<file path="src/common/tvtc_consts.vh">
`ifndef TVTC_CONSTS_VH
`define TVTC_CONSTS_VH

// System clock rate in MHz
`define TVTC_CLK_MHZ        25
// Measuring cycle timing in microseconds
`define TVTC_PROC_US        1280
`define TVTC_CYC256_US      6400
`define TVTC_CYC64_US       2560
// Quiet time the master keeps after a reset
`define TVTC_RST_WAIT_US    50
// Derived cycle counts
`define TVTC_PROC_CLKS      (`TVTC_PROC_US * `TVTC_CLK_MHZ)
`define TVTC_CYC256_CLKS    (`TVTC_CYC256_US * `TVTC_CLK_MHZ)
`define TVTC_CYC64_CLKS     (`TVTC_CYC64_US * `TVTC_CLK_MHZ)

// Bus addressing
`define TVTC_ADDR_HI        5'h18
`define TVTC_GCALL_ADDR     8'h00
`define TVTC_GCALL_RST      8'h06

// Instruction byte codes
`define TVTC_INS_TCD0       8'h29
`define TVTC_INS_TCD1       8'h2a
`define TVTC_INS_TCD2       8'h2b
`define TVTC_INS_PORT       8'h2c
`define TVTC_INS_FREQ_B     7

// Field positions, first control byte
`define TVTC_T0_MINV0_B     6
`define TVTC_T0_HOLD_LSB    4
`define TVTC_T0_CUR_LSB     2
`define TVTC_T0_WIN_LSB     0
// Field positions, second control byte
`define TVTC_T1_MINV1_B     7
`define TVTC_T1_CORR_LSB    5
`define TVTC_T1_GAIN_LSB    3
`define TVTC_T1_SENS_LSB    0
// Field positions, third control byte
`define TVTC_T2_POL_B       3
`define TVTC_T2_MSEL_B      2
`define TVTC_T2_DOWN_B      1
`define TVTC_T2_UP_B        0

// Reset values
`define TVTC_RST_FREQ       15'h7fff
`define TVTC_RST_CTRL       8'h00
`define TVTC_RST_PORT       8'hf0

// Deviation limits in 50 kHz steps
`define TVTC_WIN1_LIM       16'h0001
`define TVTC_WIN2_LIM       16'h0003
`define TVTC_HOLD1_LIM      16'h0007
`define TVTC_HOLD2_LIM      16'h000f

`endif

</file>
<file path="src/hw/tvtc_mwin.v">
`timescale 1ns/1ps
`default_nettype none
// Measuring cycle timer: processing phase first, then counting phase
module tvtc_mwin #(
  parameter integer PROC_CLKS   = 32000,   // Processing phase length
  parameter integer CYC256_CLKS = 160000,  // Cycle with divide-by-256
  parameter integer CYC64_CLKS  = 64000    // Cycle with divide-by-64
) (
  input  wire clk_i,
  input  wire rst_i,
  input  wire sel_i,       // Short cycle select
  output reg  mw_n_o,      // High while results are processed
  output reg  done_o       // Pulse at end of counting phase
);
  reg  [17:0] cnt_q;       // Position within the cycle
  wire [17:0] last_w;      // Last count of the cycle

  // Cycle length follows the window select
  assign last_w = sel_i ? CYC64_CLKS[17:0] - 18'h1 : CYC256_CLKS[17:0] - 18'h1;

  // Free running cycle counter with phase decode
  always @(posedge clk_i) begin
    if (rst_i) begin
      cnt_q  <= 18'h0;
      mw_n_o <= 1'b1;
      done_o <= 1'b0;
    end else begin
      done_o <= 1'b0;
      if (cnt_q >= last_w) begin
        cnt_q  <= 18'h0;
        mw_n_o <= 1'b1;    // Processing starts
        done_o <= 1'b1;    // Count is complete
      end else begin
        cnt_q <= cnt_q + 18'h1;
        if (cnt_q == PROC_CLKS[17:0] - 18'h1) begin
          mw_n_o <= 1'b0;  // Counting starts
        end
      end
    end
  end
endmodule // tvtc_mwin
`default_nettype wire

</file>
<file path="src/hw/tvtc_ctrl.v">
`timescale 1ns/1ps
`default_nettype none
`include "tvtc_consts.vh"

// Notes on behaviour
// - Lock flag and tuning stop inside window
// - AFC stays on within hold range
// - Two-bit field selects AFC transconductance
// - Polarity bit sets AFC correction direction
// - Reset clears min-voltage and direction bits
// - Window select matches prescaler cycle timing
// - In-band field scales charge per band
// - Same scaling on gain, except lowest
// - Low port bits drive band outputs
// - Zero on high bits pulls port low
// - Read stops on missing master acknowledge
// - Lock-gained flag low on lock rise
// - Lock-lost flag low on lock fall
// - Overflow bit shows oscillator above target
// - Reset-occurred flag low after any reset
// - Window status high during processing time
// - Port rise flags clear after read
// - Port fall flags clear after read
// - Level bits report four port inputs
// - General call resets on 06h only
// - Bit seven loads fifteen-bit frequency word
// - Acknowledge valid address unless powered down
// - Both force bits suspend tuning, AFC on
module tvtc_ctrl #(
  parameter integer PROC_CLKS   = `TVTC_PROC_CLKS,
  parameter integer CYC256_CLKS = `TVTC_CYC256_CLKS,
  parameter integer CYC64_CLKS  = `TVTC_CYC64_CLKS
) (
  input  wire       CLK_SYS_I,
  input  wire       SYS_RST_I,
  input  wire       SCL_I,
  input  wire       SDA_I,
  output wire       SDA_O,
  output wire       SDA_OE_O,
  input  wire       PWR_DOWN_I,
  input  wire [1:0] MODULE_ADDR_I,
  input  wire       PRESCALED_OSC_I,
  input  wire [1:0] VTUN_BAND_I,
  input  wire [3:0] OC_PORT_I,
  output wire [3:0] OC_PORT_O,
  output wire [3:0] OC_PORT_OE_O,
  output wire [3:0] BAND_OUT_O,
  output wire       LOCK_FLAG_O,
  output wire       AFC_ACTIVE_O,
  output wire       MEASURE_WINDOW_N_O,
  output wire       TUNE_UP_O,
  output wire       TUNE_DOWN_O,
  output wire [1:0] TUNING_CURRENT_SEL_O,
  output wire [2:0] SENSITIVITY_SEL_O,
  output wire [1:0] MIN_TUNE_VOLTAGE_SEL_O,
  output wire [1:0] AFC_GAIN_SEL_O,
  output wire       AFC_POLARITY_O,
  output reg  [3:0] CHARGE_FACTOR_O,
  output reg  [3:0] AFC_GM_FACTOR_O
);
  // Bus slave states
  localparam [2:0] ST_IDLE = 3'd0;
  localparam [2:0] ST_RX   = 3'd1;
  localparam [2:0] ST_ACK  = 3'd2;
  localparam [2:0] ST_TX   = 3'd3;
  localparam [2:0] ST_MACK = 3'd4;

  // Input synchronisers, two stages
  reg  [11:0] sa_q;        // First stage
  reg  [11:0] sb_q;        // Second stage
  reg  [4:0]  sc_q;        // Delayed copy for edge detect
  wire        scl_w   = sb_q[0];
  wire        sda_w   = sb_q[1];
  wire        pd_w    = sb_q[2];
  wire [1:0]  ma_w    = sb_q[4:3];
  wire        osc_w   = sb_q[5];
  wire [1:0]  band_w  = sb_q[7:6];
  wire [3:0]  lvl_w   = sb_q[11:8];

  always @(posedge CLK_SYS_I) begin
    if (SYS_RST_I) begin
      // Idle levels: bus lines and pulled-up ports high, so no false edge
      sa_q <= 12'hf03;
      sb_q <= 12'hf03;
      sc_q <= 5'h1b;
    end else begin
      sa_q <= {OC_PORT_I, VTUN_BAND_I, PRESCALED_OSC_I, MODULE_ADDR_I,
               PWR_DOWN_I, SDA_I, SCL_I};
      sb_q <= sa_q;
      sc_q <= {lvl_w[3:2], osc_w, sda_w, scl_w};
    end
  end

  // Edge events on synchronised lines
  wire scl_rise = scl_w & ~sc_q[0];
  wire scl_fall = ~scl_w & sc_q[0];
  wire start_w  = scl_w & sc_q[0] & ~sda_w & sc_q[1];
  wire stop_w   = scl_w & sc_q[0] & sda_w & ~sc_q[1];
  wire osc_rise = osc_w & ~sc_q[2];
  wire p2_rise  = lvl_w[2] & ~sc_q[3];
  wire p2_fall  = ~lvl_w[2] & sc_q[3];
  wire p3_rise  = lvl_w[3] & ~sc_q[4];
  wire p3_fall  = ~lvl_w[3] & sc_q[4];

  // Programmable registers
  reg  [14:0] freq_q;      // Target frequency word
  reg  [7:0]  tcd0_q;      // Window, hold range, current, min voltage
  reg  [7:0]  tcd1_q;      // Correction, gain, sensitivity
  reg  [3:0]  tcd2_q;      // Polarity, window select, force bits
  reg  [7:0]  port_output_data_q;
  reg         gc_rst_q;    // Programmed reset pulse
  wire        rst_all = SYS_RST_I | pd_w | gc_rst_q;

  // Field views
  wire [1:0] tuning_window_sel     = tcd0_q[`TVTC_T0_WIN_LSB +: 2];
  wire [1:0] afc_hold_range_sel    = tcd0_q[`TVTC_T0_HOLD_LSB +: 2];
  wire [1:0] inband_correction_sel = tcd1_q[`TVTC_T1_CORR_LSB +: 2];
  wire [1:0] afc_gain_sel          = tcd1_q[`TVTC_T1_GAIN_LSB +: 2];
  wire       measure_window_sel    = tcd2_q[`TVTC_T2_MSEL_B];
  wire       force_up              = tcd2_q[`TVTC_T2_UP_B];
  wire       force_down            = tcd2_q[`TVTC_T2_DOWN_B];
  wire       force_both            = force_up & force_down;

  // Static control outputs
  assign TUNING_CURRENT_SEL_O   = tcd0_q[`TVTC_T0_CUR_LSB +: 2];
  assign SENSITIVITY_SEL_O      = tcd1_q[`TVTC_T1_SENS_LSB +: 3];
  assign MIN_TUNE_VOLTAGE_SEL_O = {tcd1_q[`TVTC_T1_MINV1_B],
                                   tcd0_q[`TVTC_T0_MINV0_B]};
  assign AFC_GAIN_SEL_O         = afc_gain_sel;
  assign AFC_POLARITY_O         = tcd2_q[`TVTC_T2_POL_B];
  assign BAND_OUT_O             = port_output_data_q[3:0];
  assign OC_PORT_O              = 4'h0;
  assign OC_PORT_OE_O           = ~port_output_data_q[7:4];

  // Bus slave state
  reg  [2:0] st_q;         // Slave state
  reg  [3:0] bit_q;        // Bits in current byte
  reg  [7:0] sh_q;         // Receive shifter
  reg  [7:0] tx_q;         // Transmit shifter
  reg  [1:0] idx_q;        // Received byte index
  reg  [1:0] rdi_q;        // Transmitted byte index
  reg        ack_q;        // Acknowledge to drive
  reg        rd_q;         // Read transfer
  reg        gc_q;         // General call transfer
  reg  [7:0] ins_q;        // Held instruction byte
  reg        clr0_q;       // Tuning byte was sent
  reg        clr1_q;       // Port byte was sent
  reg        wr_q;         // Data byte ready to apply

  // Status flags, active low ones idle high
  reg        lock_flag_q;
  reg        afc_active_q;
  reg        freq_over_q;
  reg        lock_gained_n_q;
  reg        lock_lost_n_q;
  reg        reset_occurred_n_q;
  reg        port3_rise_n_q;
  reg        port2_rise_n_q;
  reg        port3_fall_n_q;
  reg        port2_fall_n_q;
  wire       mw_n;         // Measuring window status
  wire       meas_done;    // Count complete

  assign SDA_O              = 1'b0;
  assign SDA_OE_O           = (st_q == ST_ACK & ack_q) | (st_q == ST_TX & ~tx_q[7]);
  assign LOCK_FLAG_O        = lock_flag_q;
  assign AFC_ACTIVE_O       = afc_active_q;
  assign MEASURE_WINDOW_N_O = mw_n;

  // Read-back bytes
  function [7:0] rd_byte;
    input [1:0] i;
    begin
      case (i)
        2'd0:    rd_byte = {lock_flag_q, lock_gained_n_q, lock_lost_n_q,
                            freq_over_q, reset_occurred_n_q, mw_n, 2'b00};
        2'd1:    rd_byte = {port3_rise_n_q, port2_rise_n_q, port3_fall_n_q,
                            port2_fall_n_q, lvl_w};
        default: rd_byte = 8'hff;
      endcase
    end
  endfunction

  // Serial bus slave sequencing
  always @(posedge CLK_SYS_I) begin
    if (SYS_RST_I | pd_w) begin
      st_q     <= ST_IDLE;
      bit_q    <= 4'h0;
      sh_q     <= 8'h0;
      tx_q     <= 8'hff;
      idx_q    <= 2'd0;
      rdi_q    <= 2'd0;
      ack_q    <= 1'b0;
      rd_q     <= 1'b0;
      gc_q     <= 1'b0;
      ins_q    <= 8'h0;
      clr0_q   <= 1'b0;
      clr1_q   <= 1'b0;
      wr_q     <= 1'b0;
      gc_rst_q <= 1'b0;
    end else begin
      clr0_q   <= 1'b0;
      clr1_q   <= 1'b0;
      wr_q     <= 1'b0;
      gc_rst_q <= 1'b0;
      if (start_w) begin
        // Start or repeated start
        st_q  <= ST_RX;
        bit_q <= 4'h0;
        idx_q <= 2'd0;
      end else if (stop_w) begin
        st_q <= ST_IDLE;
      end else begin
        case (st_q)
          ST_RX: begin
            if (scl_rise) begin
              sh_q  <= {sh_q[6:0], sda_w};
              bit_q <= bit_q + 4'h1;
            end else if (scl_fall & bit_q == 4'h8) begin
              // Byte complete, decide acknowledge
              bit_q <= 4'h0;
              st_q  <= ST_ACK;
              ack_q <= 1'b1;
              if (idx_q != 2'd3) begin
                idx_q <= idx_q + 2'd1;
              end
              if (idx_q == 2'd0) begin
                rd_q  <= sh_q[0];
                gc_q  <= (sh_q == `TVTC_GCALL_ADDR);
                rdi_q <= 2'd0;
                ack_q <= (sh_q == `TVTC_GCALL_ADDR) |
                         (sh_q[7:1] == {`TVTC_ADDR_HI, ma_w}) |
                         (sh_q[7:1] == {`TVTC_ADDR_HI, 2'b00});
              end else if (gc_q) begin
                gc_rst_q <= (idx_q == 2'd1) & (sh_q == `TVTC_GCALL_RST);
              end else if (idx_q == 2'd1) begin
                ins_q <= sh_q;
              end else if (idx_q == 2'd2) begin
                wr_q <= 1'b1;
              end
            end
          end
          ST_ACK: begin
            if (scl_fall) begin
              if (~ack_q) begin
                st_q <= ST_IDLE;
              end else if (rd_q) begin
                st_q  <= ST_TX;
                tx_q  <= rd_byte(rdi_q);
              end else begin
                st_q <= ST_RX;
              end
            end
          end
          ST_TX: begin
            if (scl_fall) begin
              tx_q  <= {tx_q[6:0], 1'b1};
              bit_q <= bit_q + 4'h1;
              if (bit_q == 4'h7) begin
                // Byte sent, flags may now clear
                bit_q  <= 4'h0;
                st_q   <= ST_MACK;
                clr0_q <= (rdi_q == 2'd0);
                clr1_q <= (rdi_q == 2'd1);
                if (rdi_q != 2'd2) begin
                  rdi_q <= rdi_q + 2'd1;
                end
              end
            end
          end
          ST_MACK: begin
            if (scl_rise & sda_w) begin
              st_q <= ST_IDLE;
            end else if (scl_fall) begin
              st_q <= ST_TX;
              tx_q <= rd_byte(rdi_q);
            end
          end
          default: begin
            st_q <= ST_IDLE;
          end
        endcase
      end
    end
  end

  // Register writes from instruction and data bytes
  always @(posedge CLK_SYS_I) begin
    if (rst_all) begin
      freq_q             <= `TVTC_RST_FREQ;
      tcd0_q             <= `TVTC_RST_CTRL;
      tcd1_q             <= `TVTC_RST_CTRL;
      tcd2_q             <= 4'h0;
      port_output_data_q <= `TVTC_RST_PORT;
    end else if (wr_q) begin
      if (ins_q[`TVTC_INS_FREQ_B]) begin
        freq_q <= {ins_q[6:0], sh_q};
      end else begin
        case (ins_q)
          `TVTC_INS_TCD0: tcd0_q <= sh_q;
          `TVTC_INS_TCD1: tcd1_q <= sh_q;
          `TVTC_INS_TCD2: tcd2_q <= sh_q[3:0];
          `TVTC_INS_PORT: port_output_data_q <= sh_q;
          default:        tcd2_q <= tcd2_q;
        endcase
      end
    end
  end

  // Measuring cycle timer
  tvtc_mwin #(
    .PROC_CLKS   (PROC_CLKS),
    .CYC256_CLKS (CYC256_CLKS),
    .CYC64_CLKS  (CYC64_CLKS)
  ) u_mwin (
    .clk_i  (CLK_SYS_I),
    .rst_i  (rst_all),
    .sel_i  (measure_window_sel),
    .mw_n_o (mw_n),
    .done_o (meas_done)
  );

  // Frequency count during the counting phase
  reg  [15:0] fcnt_q;
  always @(posedge CLK_SYS_I) begin
    if (rst_all | meas_done) begin
      fcnt_q <= 16'h0;
    end else if (osc_rise & ~mw_n & fcnt_q != 16'hffff) begin
      fcnt_q <= fcnt_q + 16'h1;
    end
  end

  // Deviation in 50 kHz steps, count minus target
  wire [16:0] dev_w   = {1'b0, fcnt_q} - {2'b00, freq_q};
  wire [16:0] ndev_w  = 17'h0 - dev_w;
  wire [15:0] adev_w  = dev_w[16] ? ndev_w[15:0] : dev_w[15:0];
  reg  [15:0] win_lim;
  reg  [15:0] hold_lim;

  // Window and hold-range limits
  always @* begin
    case (tuning_window_sel)
      2'b01:   win_lim = `TVTC_WIN1_LIM;
      2'b10:   win_lim = `TVTC_WIN2_LIM;
      default: win_lim = 16'h0;
    endcase
    case (afc_hold_range_sel)
      2'b01:   hold_lim = `TVTC_HOLD1_LIM;
      2'b10:   hold_lim = `TVTC_HOLD2_LIM;
      default: hold_lim = 16'h0;
    endcase
  end

  wire in_lock  = adev_w < win_lim;
  wire afc_next = force_both |
                  (afc_active_q & adev_w < hold_lim) |
                  in_lock;
  reg  tune_up_q;
  reg  tune_down_q;
  assign TUNE_UP_O   = tune_up_q;
  assign TUNE_DOWN_O = tune_down_q;

  // Loop decision once per measuring cycle
  always @(posedge CLK_SYS_I) begin
    if (rst_all) begin
      lock_flag_q  <= 1'b0;
      afc_active_q <= 1'b0;
      freq_over_q  <= 1'b0;
      tune_up_q    <= 1'b0;
      tune_down_q  <= 1'b0;
    end else if (meas_done) begin
      lock_flag_q  <= in_lock;
      afc_active_q <= afc_next;
      freq_over_q  <= ~dev_w[16] & (dev_w != 17'h0);
      if (force_both | afc_next) begin
        tune_up_q   <= 1'b0;
        tune_down_q <= 1'b0;
      end else begin
        tune_up_q   <= force_up | (~force_down & dev_w[16]);
        tune_down_q <= force_down | (~force_up & ~dev_w[16]);
      end
    end
  end

  wire lock_rise = meas_done & in_lock & ~lock_flag_q;
  wire lock_fall = meas_done & ~in_lock & lock_flag_q;

  // Clear-on-read flags; a new event beats the clear
  always @(posedge CLK_SYS_I) begin
    if (rst_all) begin
      reset_occurred_n_q <= 1'b0;
      lock_gained_n_q    <= 1'b1;
      lock_lost_n_q      <= 1'b1;
      port3_rise_n_q     <= 1'b1;
      port2_rise_n_q     <= 1'b1;
      port3_fall_n_q     <= 1'b1;
      port2_fall_n_q     <= 1'b1;
    end else begin
      reset_occurred_n_q <= reset_occurred_n_q | clr0_q;
      lock_gained_n_q    <= ~lock_rise & (lock_gained_n_q | clr0_q);
      lock_lost_n_q      <= ~lock_fall & (lock_lost_n_q | clr0_q);
      port3_rise_n_q     <= ~p3_rise & (port3_rise_n_q | clr1_q);
      port2_rise_n_q     <= ~p2_rise & (port2_rise_n_q | clr1_q);
      port3_fall_n_q     <= ~p3_fall & (port3_fall_n_q | clr1_q);
      port2_fall_n_q     <= ~p2_fall & (port2_fall_n_q | clr1_q);
    end
  end

  // Charge and transconductance factors by tuning-voltage band
  always @(posedge CLK_SYS_I) begin
    if (rst_all) begin
      CHARGE_FACTOR_O <= 4'h1;
      AFC_GM_FACTOR_O <= 4'h1;
    end else begin
      case ({inband_correction_sel, band_w})
        4'b0111: CHARGE_FACTOR_O <= 4'h2;
        4'b1010: CHARGE_FACTOR_O <= 4'h2;
        4'b1011: CHARGE_FACTOR_O <= 4'h4;
        4'b1101: CHARGE_FACTOR_O <= 4'h2;
        4'b1110: CHARGE_FACTOR_O <= 4'h4;
        4'b1111: CHARGE_FACTOR_O <= 4'h8;
        default: CHARGE_FACTOR_O <= 4'h1;
      endcase
      // Lowest gain setting stays unscaled
      if (afc_gain_sel == 2'b00) begin
        AFC_GM_FACTOR_O <= 4'h1;
      end else begin
        case ({inband_correction_sel, band_w})
          4'b0111: AFC_GM_FACTOR_O <= 4'h2;
          4'b1010: AFC_GM_FACTOR_O <= 4'h2;
          4'b1011: AFC_GM_FACTOR_O <= 4'h4;
          4'b1101: AFC_GM_FACTOR_O <= 4'h2;
          4'b1110: AFC_GM_FACTOR_O <= 4'h4;
          4'b1111: AFC_GM_FACTOR_O <= 4'h8;
          default: AFC_GM_FACTOR_O <= 4'h1;
        endcase
      end
    end
  end
endmodule // tvtc_ctrl
`default_nettype wire

</file>
<file path="config.mk">
export PLATFORM = sky130hd
export DESIGN_NAME = tvtc_ctrl
export DESIGN_NICKNAME = d
export VERILOG_FILES = /design/src/hw/tvtc_mwin.v /design/src/hw/tvtc_ctrl.v
export VERILOG_INCLUDE_DIRS = /design/src /design/src/common
export SDC_FILE = /design/constraint.sdc
export NUM_CORES = 1
export LEC_CHECK = 0
export BUFFER_PORTS_ARGS = -buffer_cell sky130_fd_sc_hd__buf_2
export CORE_MARGIN = 2
export CORE_UTILIZATION = 59
export CTS_CLUSTER_DIAMETER = 30
export DETAILED_ROUTE_END_ITERATION = 7
export GPL_TIMING_DRIVEN = 0
export PLACE_DENSITY = 0.78
export SLEW_MARGIN = 10
export SYNTH_ARGS = -nofsm -noshare
export SYNTH_HDL_FRONTEND = slang
export SYNTH_SLANG_ARGS = --single-unit
</file>
<file path="constraint.sdc">
create_clock -name CLK_SYS_I -period 9.47 [get_ports CLK_SYS_I]
set_input_delay 1.894 -clock CLK_SYS_I [delete_from_list [all_inputs] [get_ports CLK_SYS_I]]
set_output_delay 1.894 -clock CLK_SYS_I [all_outputs]
set_load 0.02 [all_outputs]
</file>
== After elaboration in Yosys (flattened, before gate mapping) ==
Cells that the tools add are included.

* Shift operators: 0
* Bitwise logic cells: 86
* Reduce and logical (&&, ||, !) cells: 31
* Muxes and demuxes: 42
* Add/subtract/negate cells: 7
* $mul: 0
* Eq/ne operators: 49
* Div/mod/pow operators: 0
* Order comparisons: 3

{| class="wikitable"
|+ Operator list
! operator !! count
|-
| $mux 8 || 6
|-
| $and 1x1->1 || 34
|-
| $not 1->1 || 33
|-
| $eq 8x6->1 const B || 4
|-
| $lt 16x16->1 || 2
|-
| $eq 4x4->1 const B || 6
|-
| $pmux 8 s3 || 1
|-
| $ne 2x2->1 const B || 11
|-
| $mux 3 || 7
|-
| $add 18x1->18 const B || 1
|-
| $eq 18x15->1 const B || 1
|-
| $ge 18x18->1 || 1
|-
| $mux 18 || 1
|-
| $or 1x1->1 || 18
|-
| $reduce_and 6->1 || 3
|-
| $reduce_and 9->1 || 2
|-
| $reduce_bool 17->1 || 1
|-
| $sub 16x15->17 || 1
|-
| $add 16x1->16 const B || 1
|-
| $mux 16 || 1
|-
| $mux 2 || 8
|-
| $mux 4 || 4
|-
| $ne 16x16->1 const B || 1
|-
| $ne 4x4->1 const B || 4
|-
| other kinds (37) || 66
|}

* Memories: 0
* Memory bits (read-only): 0
* Logic and storage cells: 259
* Output and inout port bits: 37
* Bits in registers: 169
* Latch bits: 0
* Input bits: 14
* RAM bits: 0

== Depth between registers and ports, before layout ==
Gate-level depths: netlist of the first run.

* Depth in word-level cells: 9
* Depth in mapped cells: 18
* Mapped depth without buffers: 17

== Modules after synthesis ==
Synthesis of the first run repeated with hierarchy kept, for this count alone.

* Cells, all modules: 997
* Area, all modules: 8582.0 µm²

{| class="wikitable"
|+ Modules (own cells, without submodules)
! module !! area an instance (µm²) !! seq. area each (µm²) !! cells each !! times used
|-
| tvtc_ctrl || 7593.5 || 2982.9 || 882 || 1
|-
| tvtc_mwin || 988.4 || 400.4 || 115 || 1
|}

== Least setup slack after synthesis of the first run ==
OpenSTA, ideal clock, no wires.

* Kind: register -> register
* Start point: reg fcnt_q[0]
* End point: reg lock_gained_n_q
* Data required time: 9348 ps
* Period minus slack after synthesis: 3530 ps
* Stages on the path, launching flop included: 15
* Buffers on the path: 0
* Setup slack: 5940 ps
* Arrival: 3407 ps
* Library setup time: 122 ps
* Path through: dfxtp_1 > inv_1 > ha_1 > inv_1 > fa_1 > a211oi_1 > nor2_1 > xor2_1 > a2111oi_4 > nor4b_1 > a41oi_1 > xnor2_1 > o32ai_1 > nand4_1 > o2bb2a_1

* Longest elaborated chain between the ends: 8

{| class="wikitable"
|+ RTL lines
! item !! RTL line !! RTL
|-
| from (decl) || tvtc_ctrl.v:324 || <nowiki>reg [15:0] fcnt_q;</nowiki>
|-
| from (signal assigned) || tvtc_ctrl.v:329 || <nowiki>fcnt_q <= fcnt_q + 16'h1;</nowiki>
|-
| $sub 16x15->17 * || tvtc_ctrl.v:334 || <nowiki>wire [16:0] dev_w = {1'b0, fcnt_q} - {2'b00, freq_q};</nowiki>
|-
| $sub 1x16->16 || tvtc_ctrl.v:335 || <nowiki>wire [16:0] ndev_w = 17'h0 - dev_w;</nowiki>
|-
| $mux 16 * || tvtc_ctrl.v:336 || <nowiki>wire [15:0] adev_w = dev_w[16] ? ndev_w[15:0] : dev_w[15:0];</nowiki>
|-
| $lt 16x16->1 * || tvtc_ctrl.v:354 || <nowiki>wire in_lock = adev_w < win_lim;</nowiki>
|-
| $and 1x1->1 * (2 in series) || tvtc_ctrl.v:385 || <nowiki>wire lock_rise = meas_done & in_lock & ~lock_flag_q;</nowiki>
|-
| $not 1->1 * || tvtc_ctrl.v:400 || <nowiki>lock_gained_n_q <= ~lock_rise & (lock_gained_n_q | clr0_q);</nowiki>
|-
| $and 1x1->1 * || tvtc_ctrl.v:400 ||
|-
| to (signal assigned) || tvtc_ctrl.v:400 ||
|-
| to (decl) || tvtc_ctrl.v:154 || <nowiki>reg lock_gained_n_q;</nowiki>
|}

Mark *: on every way between the ends. The rest lies on a longest branch, timed or not.
A chain may end at the register's enable or synchronous reset.

== Final worst setup path of the first run ==
Same ends and word-level chain as after synthesis.

==> metrics.txt, run 1 <==
status=finished clean; Clock Pin Slew Worst Setup and Hold Paths=0.06 ns; largest net degree at the start of global routing=17; clock buffer depth=2; via count=6991; Clock Power Share=0.458; Mapped Cells=982; crit path max fanout=9; Seq pwr share=0.498; gpl congestion=0.950; setup_tns=0 ns; antenna cells=0; nets@finish=1102; DPL Wire Length=13700 um; Core Region=13900 um^2; Num Clock Sinks=169; Port Buffers=45; Residual DRC=0; drt initial violations=382; Syn Std Cell Area=8420 um^2; fmax=228 MHz; Area Overhead vs Synth=12.2%; CP Data Required Time=9.78 ns; Yosys Warn Count=0; Worst VDD drop=0.000133 V; Slew @ Worst Pin=0.858 ns; final worst-path cycle share=0.464; relative slew slack=0.426; Seq. cell area=3380 um^2; cell with the most instances after synthesis=dfxtp_1; Die ar.=15200 um^2; PwrDens=156 nW/um^2; GRT Residual Overflow=0; RSZ-0062 raised after global routing=no; post-cts sizing count=0; final WL=19000 um; final hold violation count=0; htree depth=4; Synth top area share=0.402; filler cell count in the final layout=1149; # IOs=51; Starting Density=0.606; Crit. End Element=flop; # rows=43; Clock Latency Late Sink=0.43 ns; total CTS buffers=17; number of enable flip-flop cells after synthesis=0; setup violators final=0; top cells by count, synth=dfxtp_1, nor2_1, nand2_1; asr flop ratio synth=0; largest area contributor in the netlist=dfxtp_1; first-pass GRT wire length=31300 um; die height=123 um; min cycle time layout=4.39 ns; WP data arrival=4.70 ns; Hold WC Path Type=flop to flop; critical path class=flop to flop; Slowest cell on crit path=a211oi_1; Area contributors post-synth=dfxtp_1, mux2i_1, ha_1; combinational share of power=0.044; share of layout cells above drive strength 1=0.117; Sw Ratio=0.219; Vias/cell=5.63; drt pass-1 iters=5; crit-path cells=inv_1 > ha_1 > inv_1 > fa_1 > a211oi_1 > o211ai_1 > a211oi_1 > or2_2 > buf_2 > nand2_1 > o21ai_0 > ha_1 > a21oi_1 > o31a_1 > nand2_1 > nor2_1 > nand4_1 > o2bb2a_1; ys flop type=dfxtp_1; initial antenna violation count=0; clock skew=0.00746 ns; Startpoint Class=flop; leakage=4.05 nW; part of the Yosys area used for sequential elements=0.402; postcts setup bufs=0; Clock Tree Root=clkbuf_16; CTS tree=done; total power=1.47 mW; max_cap viols=0; Yosys reg bits=169; CTS Hold Bufs=0; Slew Limit Fails=0; number of global-route vias before repair=6516; die width=123 um; gr usage total=0.262; Multi-input gate area=4580 um^2; Slowest Stage Delay on Critical Path=0.44 ns; Mapped Avg Cell Area=8.57 um^2; Final ANT Viol Nets=0; Distinct cells, synth=72; Pint=1.15 mW; wire per inst=15.3 um; switching pwr=0.322 mW
## metal layers
metal,share of wire,GRT usage,up-vias
met3,0.040,0.0517,28
met4,0.021,0.104,0
met5,0,0,-
li1,-,-,3521
met1,0.47,0.338,3285
met2,0.47,0.430,157
## logic make-up (layout without fill, tap and decap cells)
group,count (synthesis),after routing,synth area share
other cells,1,5,0.000446
simple gates,381,381,0.224
fa+ha+maj,38,38,0.0574
xor+xnor,50,50,0.0520
compound gates,183,183,0.145
mux,53,53,0.0632
buf+inv,107,182,0.0559
flops,169,169,0.402
## state kept, by name, indices dropped and copies added, names as in the netlist, 2 cells and up
register            count
tcd0_q                  7
st_q                    3
tcd1_q                  8
AFC_GM_FACTOR_O         4
sb_q                   12
CHARGE_FACTOR_O         4
tx_q                    8
sc_q                    5
u_mwin.cnt_q           18
fcnt_q                 16
freq_q                 15
bit_q                   4
rdi_q                   2
idx_q                   2
port_output_data_q      8
tcd2_q                  4
sh_q                    8
ins_q                   8
sa_q                   12
## cell type report
cell class	instances	area share
plain buffers	66	0.0335
repair buffers	45	0.0238
flip-flops and latches	169	0.358
multi-input cells	710	0.485
inverters	41	0.0163
clock buffers	24	0.0499
clock inverters	6	0.00967
well taps	180	0.0238
## placed cells by master, fill, tap and decap left out, types with 22 or more instances in the layout
master    count
nand3_1      33
mux2i_1      52
dfxtp_1     169
clkbuf_1     51
nor2_1      122
nand2_1      81
or2_2        25
buf_2        46
a21oi_1      57
ha_1         37
inv_1        41
nor2b_1      24
o21ai_0      28
o211ai_1     27
xor2_1       28
xnor2_1      22
## critical path, delay by kind of cell (launching register included)
family,cells,cell delay (ns)
AOI/OAI and AO/OA,7,2.05
adders and majority gates,3,0.85
buffers and inverters,3,0.34
DFF,1,0.34
and+or+nand+nor,5,0.67
## path summary, 6_finish.rpt
path,from,endpoint,slack [ns],cells past startpoint
max,fcnt_q[0],lock_gained_n_q,5.08,18
min,sa_q[9],sb_q[9],0.41,1
max reg2reg,fcnt_q[0],lock_gained_n_q,5.08,18
min reg2reg,sa_q[9],sb_q[9],0.41,1
## through the flow
step                      std cells  setup WS [ns]  area, um^2  hold WS, ns   util
final                          1241           5.08        9440        0.406  0.680
after global routing           1241           4.72        9440        0.417  0.680
after CTS                      1241           5.15        9440        0.406  0.680
after detailed placement       1211           5.19        8880        0.392  0.640
after global placement         1211           5.19        8880        0.391  0.640
after floorplan                 986           5.94        8430        0.389      -
## power by group through the flow
stage | Combinational (mW) | Sequential, mW | Clock (mW)
finish | 0.0643 | 0.732 | 0.674
global route | 0.0726 | 0.733 | 0.710
CTS | 0.0638 | 0.732 | 0.679
detailed placement | 0.0635 | 0.747 | 0
global placement | 0.0621 | 0.747 | 0
floorplan | 0.0471 | 0.745 | 0
No activity file was read; power rests on OpenSTA's default activity.
==> run 2, diff against run 1 <==
CORE_UTILIZATION = 55   (was 59)
PLACE_DENSITY = 0.76   (was 0.78)
clock period = 4 ns   (was 9.47 ns; I/O delays follow)
==> metrics.txt, run 2 (synthesized netlist as in run 1, its figures left out) <==
status=finished clean; Most flops, register=u_mwin.cnt_q; die width=128 um (+3.5%); Port Buffers=45 (unchanged); total CTS buffers=17 (unchanged); Slew Limit Fails=0 (unchanged); Reg-to-Reg End=lock_gained_n_q; # IOs=51 (unchanged); antenna cells=0 (unchanged); setup violators final=0 (unchanged); leading cell type in the layout, fill and taps excluded=dfxtp_1; Core Region=15100 um^2 (+8.7%); Min-Delay Path Depth=1 (unchanged); Clock Pin Slew Worst Setup and Hold Paths=0.06 ns (about the same); most frequent cells in the layout=dfxtp_1, nor2_1, nand2_1, a21oi_1, mux2i_1; # rows=45 (+4.7%); relative slew slack=0.397 (-0.0282); crit-path cells=inv_1 > ha_1 > inv_1 > fa_2 > a211oi_4 > nor2_1 > xor2_1 > a2111oi_2 > and4_1 > a21oi_1 > o32ai_2 > nand4_1 > buf_4 > o2bb2a_1; initial antenna violation count=0 (unchanged); clock skew=0.00976 ns (+0.00230 ns); Hold WC Path Type=flop to flop; htree depth=4 (unchanged); critical path class=flop to flop; Finished Core Util=0.639 (-0.0418); Post-Layout Inst Area=9640 um^2 (+2.0%); Worst VDD drop=0.000403 V (+200%); drt pass-1 iters=5 (unchanged); wire per inst=15.0 um (-1.7%); CP delay by family, top=compound AO/OA/AOI/OAI gates; CTS tree=done; first-pass GRT wire length=31400 um (+0.55%); Most common cell on crit path=inv_1; Residual DRC=0 (unchanged); final worst-path cycle share=0.966 (+0.502); Startpoint Class=flop; Slew @ Worst Pin=0.901 ns (+0.0422 ns); r2r setup slk=0.14 ns (-4.94 ns); top flop regs=u_mwin.cnt_q (18), fcnt_q (16), freq_q (15); DPL Wire Length=13400 um (-2.2%); WP data arrival=4.18 ns (-0.52 ns); largest net degree at the start of global routing=17 (unchanged); FF-to-FF path depth=14 (-4); Clock Latency Late Sink=0.44 ns (about the same); Fin Hold WS=0.406 ns (+0.000130 ns); Slowest Stage Delay on Critical Path=0.61 ns (+0.17 ns); Slowest cell on crit path=a2111oi_2; Starting Density=0.558 (-0.0486); non-filler cells, final=1260 (+1.5%); crit path max fanout=7 (-2); final hold violation count=0 (unchanged); CP Data Required Time=4.32 ns (-5.46 ns); worst hold path endpoint=sb_q[9]; Final ANT Viol Nets=0 (unchanged); via count=7049 (+0.83%); placed cells=1219 (+0.66%); min cycle time layout=3.86 ns (-0.530 ns); PwrDens=363 nW/um^2 (+130%); fmax=259 MHz (+14%); FF-to-FF Start=fcnt_q[0]; die height=128 um (+3.5%); max FFs per register=18 (unchanged); Clock Tree Root=clkbuf_16; max_cap viols=0 (unchanged); Num Clock Sinks=169 (unchanged); drt initial violations=448 (+17%); setup_tns=0 ns (unchanged); share of layout cells above drive strength 1=0.142 (+0.0249); number of global-route vias before repair=6507 (-0.14%); GRT Residual Overflow=0 (unchanged); final WL=18900 um (-0.23%); leakage=4.13 nW (+2.0%); Vias/cell=5.59 (-0.69%); clock buffer depth=2 (unchanged); nets@finish=1111 (+0.82%); CP Buf/Inv Count=3 (unchanged); gr usage total=0.240 (-0.0222); Placed Area=8890 um^2 (+0.11%); Die ar.=16300 um^2 (+7.0%); Crit. End Element=flop; beginning of the worst hold path=sa_q[9]; Area Overhead vs Synth=14.5%; gpl congestion=0.907 (-4.5%)
run 2: cell types whose count changed in the layout (fill, tap and decap cells not counted), sizes merged:
cell      change
buf          +12
clkbuf        -8
clkinv        +3
clkinvlp      +2
inv           +2
run 2: worst reg2reg max path, stage by stage (launching register included):
cell       delay, ns
dfxtp_1         0.34
inv_1           0.11
ha_1            0.17
inv_1           0.06
fa_2            0.44
a211oi_4        0.32
nor2_1          0.09
xor2_1          0.24
a2111oi_2       0.61
and4_1          0.33
a21oi_1         0.10
o32ai_2         0.32
nand4_1         0.14
buf_4           0.19
o2bb2a_1        0.28
run 2: how the worst max path moves through the flow:
stage          depth (start not counted)       from               to
3_3_place_gp                          18  fcnt_q[0]  lock_gained_n_q
2_1_floorplan                         14  fcnt_q[0]  lock_gained_n_q
5_1_grt                               15  fcnt_q[0]  lock_gained_n_q
3_5_place_dp                          14  fcnt_q[0]  lock_gained_n_q
4_1_cts                               16  freq_q[9]  lock_gained_n_q
6_report                              14  fcnt_q[0]  lock_gained_n_q
run 2: stage by stage:
step	power (mW)	setup WS, ns
2_1_floorplan	1.88	0.470
3_3_place_gp	1.92	-0.270
3_5_place_dp	1.92	-0.298
4_1_cts	3.52	0.00189
5_1_grt	3.63	-0.0502
6_report	3.50	0.137
run 2: repair_timing:
| action | 4_1_cts | 5_1_grt |
|---|---|---|
| pin swaps | 2 | 7 |
| setup buffers | 2 | 10 |
| setup endpoints to repair | 6 | 6 |
| hold buffers | 0 | 0 |
| gates resized for setup | 3 | 20 |
run 2: layout make-up:
| class | instances | area [um^2] |
|---|---|---|
| Fill cell | 1275 | 5450 |
| Sequential cell | 169 | 3380 |
| Clock inverter | 13 | 145 |
| Buffer | 63 | 308 |
| Inverter | 41 | 154 |
| Tap cell | 188 | 235 |
| Multi-Input combinational cell | 710 | 4660 |
| Clock buffer | 19 | 433 |
| Timing Repair Buffer | 57 | 315 |
run 2: metal layers:
layer	vias up	global-route usage	wire length [um]
met2	159	0.398	9110
li1	3548	-	-
met1	3321	0.323	8780
met5	-	0	0
met3	21	0.0476	835
met4	0	0.0595	216
run 2: power by group:
| part | total, mW | switching, mW | leakage (nW) | internal [mW] |
|---|---|---|---|---|
| Combinational | 0.154 | 0.0980 | 2.49 | 0.0557 |
| Sequential | 1.73 | 0.0184 | 1.37 | 1.71 |
| Clock | 1.61 | 0.689 | 0.268 | 0.924 |
==> run 3, diff against run 2 <==
CORE_MARGIN = default   (was 2)
==> metrics.txt, run 3 (synthesized netlist as in run 1, its figures left out) <==
status=finished clean; clock buffer depth=2 (unchanged); WP data arrival=4.13 ns (-0.05 ns); Seq. cell area=3380 um^2 (about the same); Slew @ Worst Pin=0.833 ns (-0.0680 ns); Fin Hold WS=0.409 ns (+0.00274 ns); Final ANT Viol Nets=0 (unchanged); CP Buf/Inv Count=4 (+1); filler cell count in the final layout=1281 (+0.47%); total power=3.53 mW (+0.93%); initial antenna violation count=0 (unchanged); final worst-path cycle share=0.952 (-0.0131); PwrDens=367 nW/um^2 (+1.0%); Vias/cell=5.55 (-0.77%); Die ar.=15800 um^2 (-3.1%); Worst path depth=15 (+1); total CTS buffers=17 (unchanged); first-pass GRT wire length=30600 um (-2.5%); Crit. End Element=flop; drt initial violations=413 (-7.8%); Port Buffers=45 (unchanged); Area Overhead vs Synth=14.4%; Multi-input gate area=4640 um^2 (-0.38%); Starting Density=0.570 (+0.0127); DPL Wire Length=13400 um (+0.70%); largest net degree at the start of global routing=18 (+1); final hold violation count=0 (unchanged); Slew Limit Fails=0 (unchanged); CP delay by family, top=compound AO/OA/AOI/OAI gates; top flop regs=u_mwin.cnt_q (18), fcnt_q (16), freq_q (15); gr usage total=0.241 (+0.00165); most frequent cells in the layout=dfxtp_1, nor2_1, nand2_1, a21oi_1, mux2i_1; gpl congestion=0.871 (-3.9%); # IOs=51 (unchanged); leading cell type in the layout, fill and taps excluded=dfxtp_1; relative slew slack=0.443 (+0.0455); FF-to-FF path depth=15 (+1); wire per inst=14.8 um (-1.6%); setup violators final=0 (unchanged); htree depth=4 (unchanged); CTS tree=done; Min-Delay Path Depth=1 (unchanged); Num Clock Sinks=169 (unchanged); Placed Area=8890 um^2 (about the same); CP Data Required Time=4.32 ns (about the same); number of global-route vias before repair=6382 (-1.9%); Clock Latency Late Sink=0.43 ns (about the same); clock skew=0.0111 ns (+0.00132 ns); GRT Residual Overflow=0 (unchanged); Worst VDD drop=0.000336 V (-17%); via count=6967 (-1.2%); # rows=44 (-2.2%); Core Region=14800 um^2 (-2.2%); Most flops, register=u_mwin.cnt_q; min cycle time layout=3.81 ns (-0.0526 ns); Clock Pin Slew Worst Setup and Hold Paths=0.07 ns (about the same); max_cap viols=0 (unchanged); Startpoint Class=flop; Slowest Stage Delay on Critical Path=0.43 ns (-0.18 ns); die height=126 um (-1.6%); share of layout cells above drive strength 1=0.144 (+0.00200); Residual DRC=0 (unchanged); critical path class=flop to flop; antenna cells=0 (unchanged); Clock Tree Root=clkbuf_16; Post-Layout Inst Area=9630 um^2 (-0.10%); max FFs per register=18 (unchanged); nets@finish=1110 (-0.090%); leakage=4.13 nW (about the same); die width=126 um (-1.6%); fmax=262 MHz (+1.4%); Hold WC Path Type=flop to flop; crit-path cells=inv_2 > ha_2 > inv_1 > fa_2 > buf_4 > xnor2_2 > nand3_1 > a2111oi_4 > buf_4 > nand3_1 > mux2_2 > a2bb2oi_1 > a311oi_1 > o2111ai_1 > a22o_1; drt pass-1 iters=5 (unchanged); Slowest cell on crit path=fa_2; final WL=18600 um (-2.0%); crit path max fanout=7 (unchanged)
## run 3: final timing paths
check / from / to / slack [ns]
min: sa_q[10] / sb_q[10] / 0.41
max: fcnt_q[0] / TUNE_UP_O / 0.19
min reg2reg: sa_q[10] / sb_q[10] / 0.41
max reg2reg: fcnt_q[0] / TUNE_UP_O / 0.19
## run 3: layer usage
layer | track usage | wire, um
met1 | 0.316 | 8720
met2 | 0.401 | 8730
met3 | 0.0527 | 785
met4 | 0.0696 | 331
met5 | 0 | 0
## run 3: timing repair
item,4_1_cts,5_1_grt
gates resized for setup,4,17
cloned,0,1
hold endpoints to repair,0,0
pin swaps,4,11
endpoints found under the setup margin,6,7
setup buffers,4,7
hold buffers,0,0
## run 3: power breakdown
group          switching [mW]  internal [mW]
Sequential             0.0188           1.71
Combinational          0.0952         0.0558
Clock                   0.746          0.903
Total                   0.860           2.67
## run 3: stage by stage
step	util	cells	setup TNS, ns	setup WS [ns]
finish	0.652	1255	0	0.190
global route	0.652	1255	-0.0419	-0.0222
global placement	0.602	1215	-0.587	-0.293
detailed placement	0.602	1215	-1.12	-0.397
floorplan	-	986	0	0.470
CTS	0.646	1250	0	0.0304
## run 3: worst register-to-register path: stages, from the launching register on
cell	delay [ns]
dfxtp_2	0.32
inv_2	0.07
ha_2	0.18
inv_1	0.06
fa_2	0.43
buf_4	0.16
xnor2_2	0.28
nand3_1	0.28
a2111oi_4	0.43
buf_4	0.22
nand3_1	0.08
mux2_2	0.30
a2bb2oi_1	0.15
a311oi_1	0.28
o2111ai_1	0.23
a22o_1	0.23
## run 3: area by class of cell
class	count	area share
tap	184	0.0239
clock buffer	18	0.0456
timing repair buffer	55	0.0316
sequential	169	0.352
inverter	41	0.0160
clock inverter	14	0.0168
multi-input combinational	711	0.483
buffer	63	0.0320
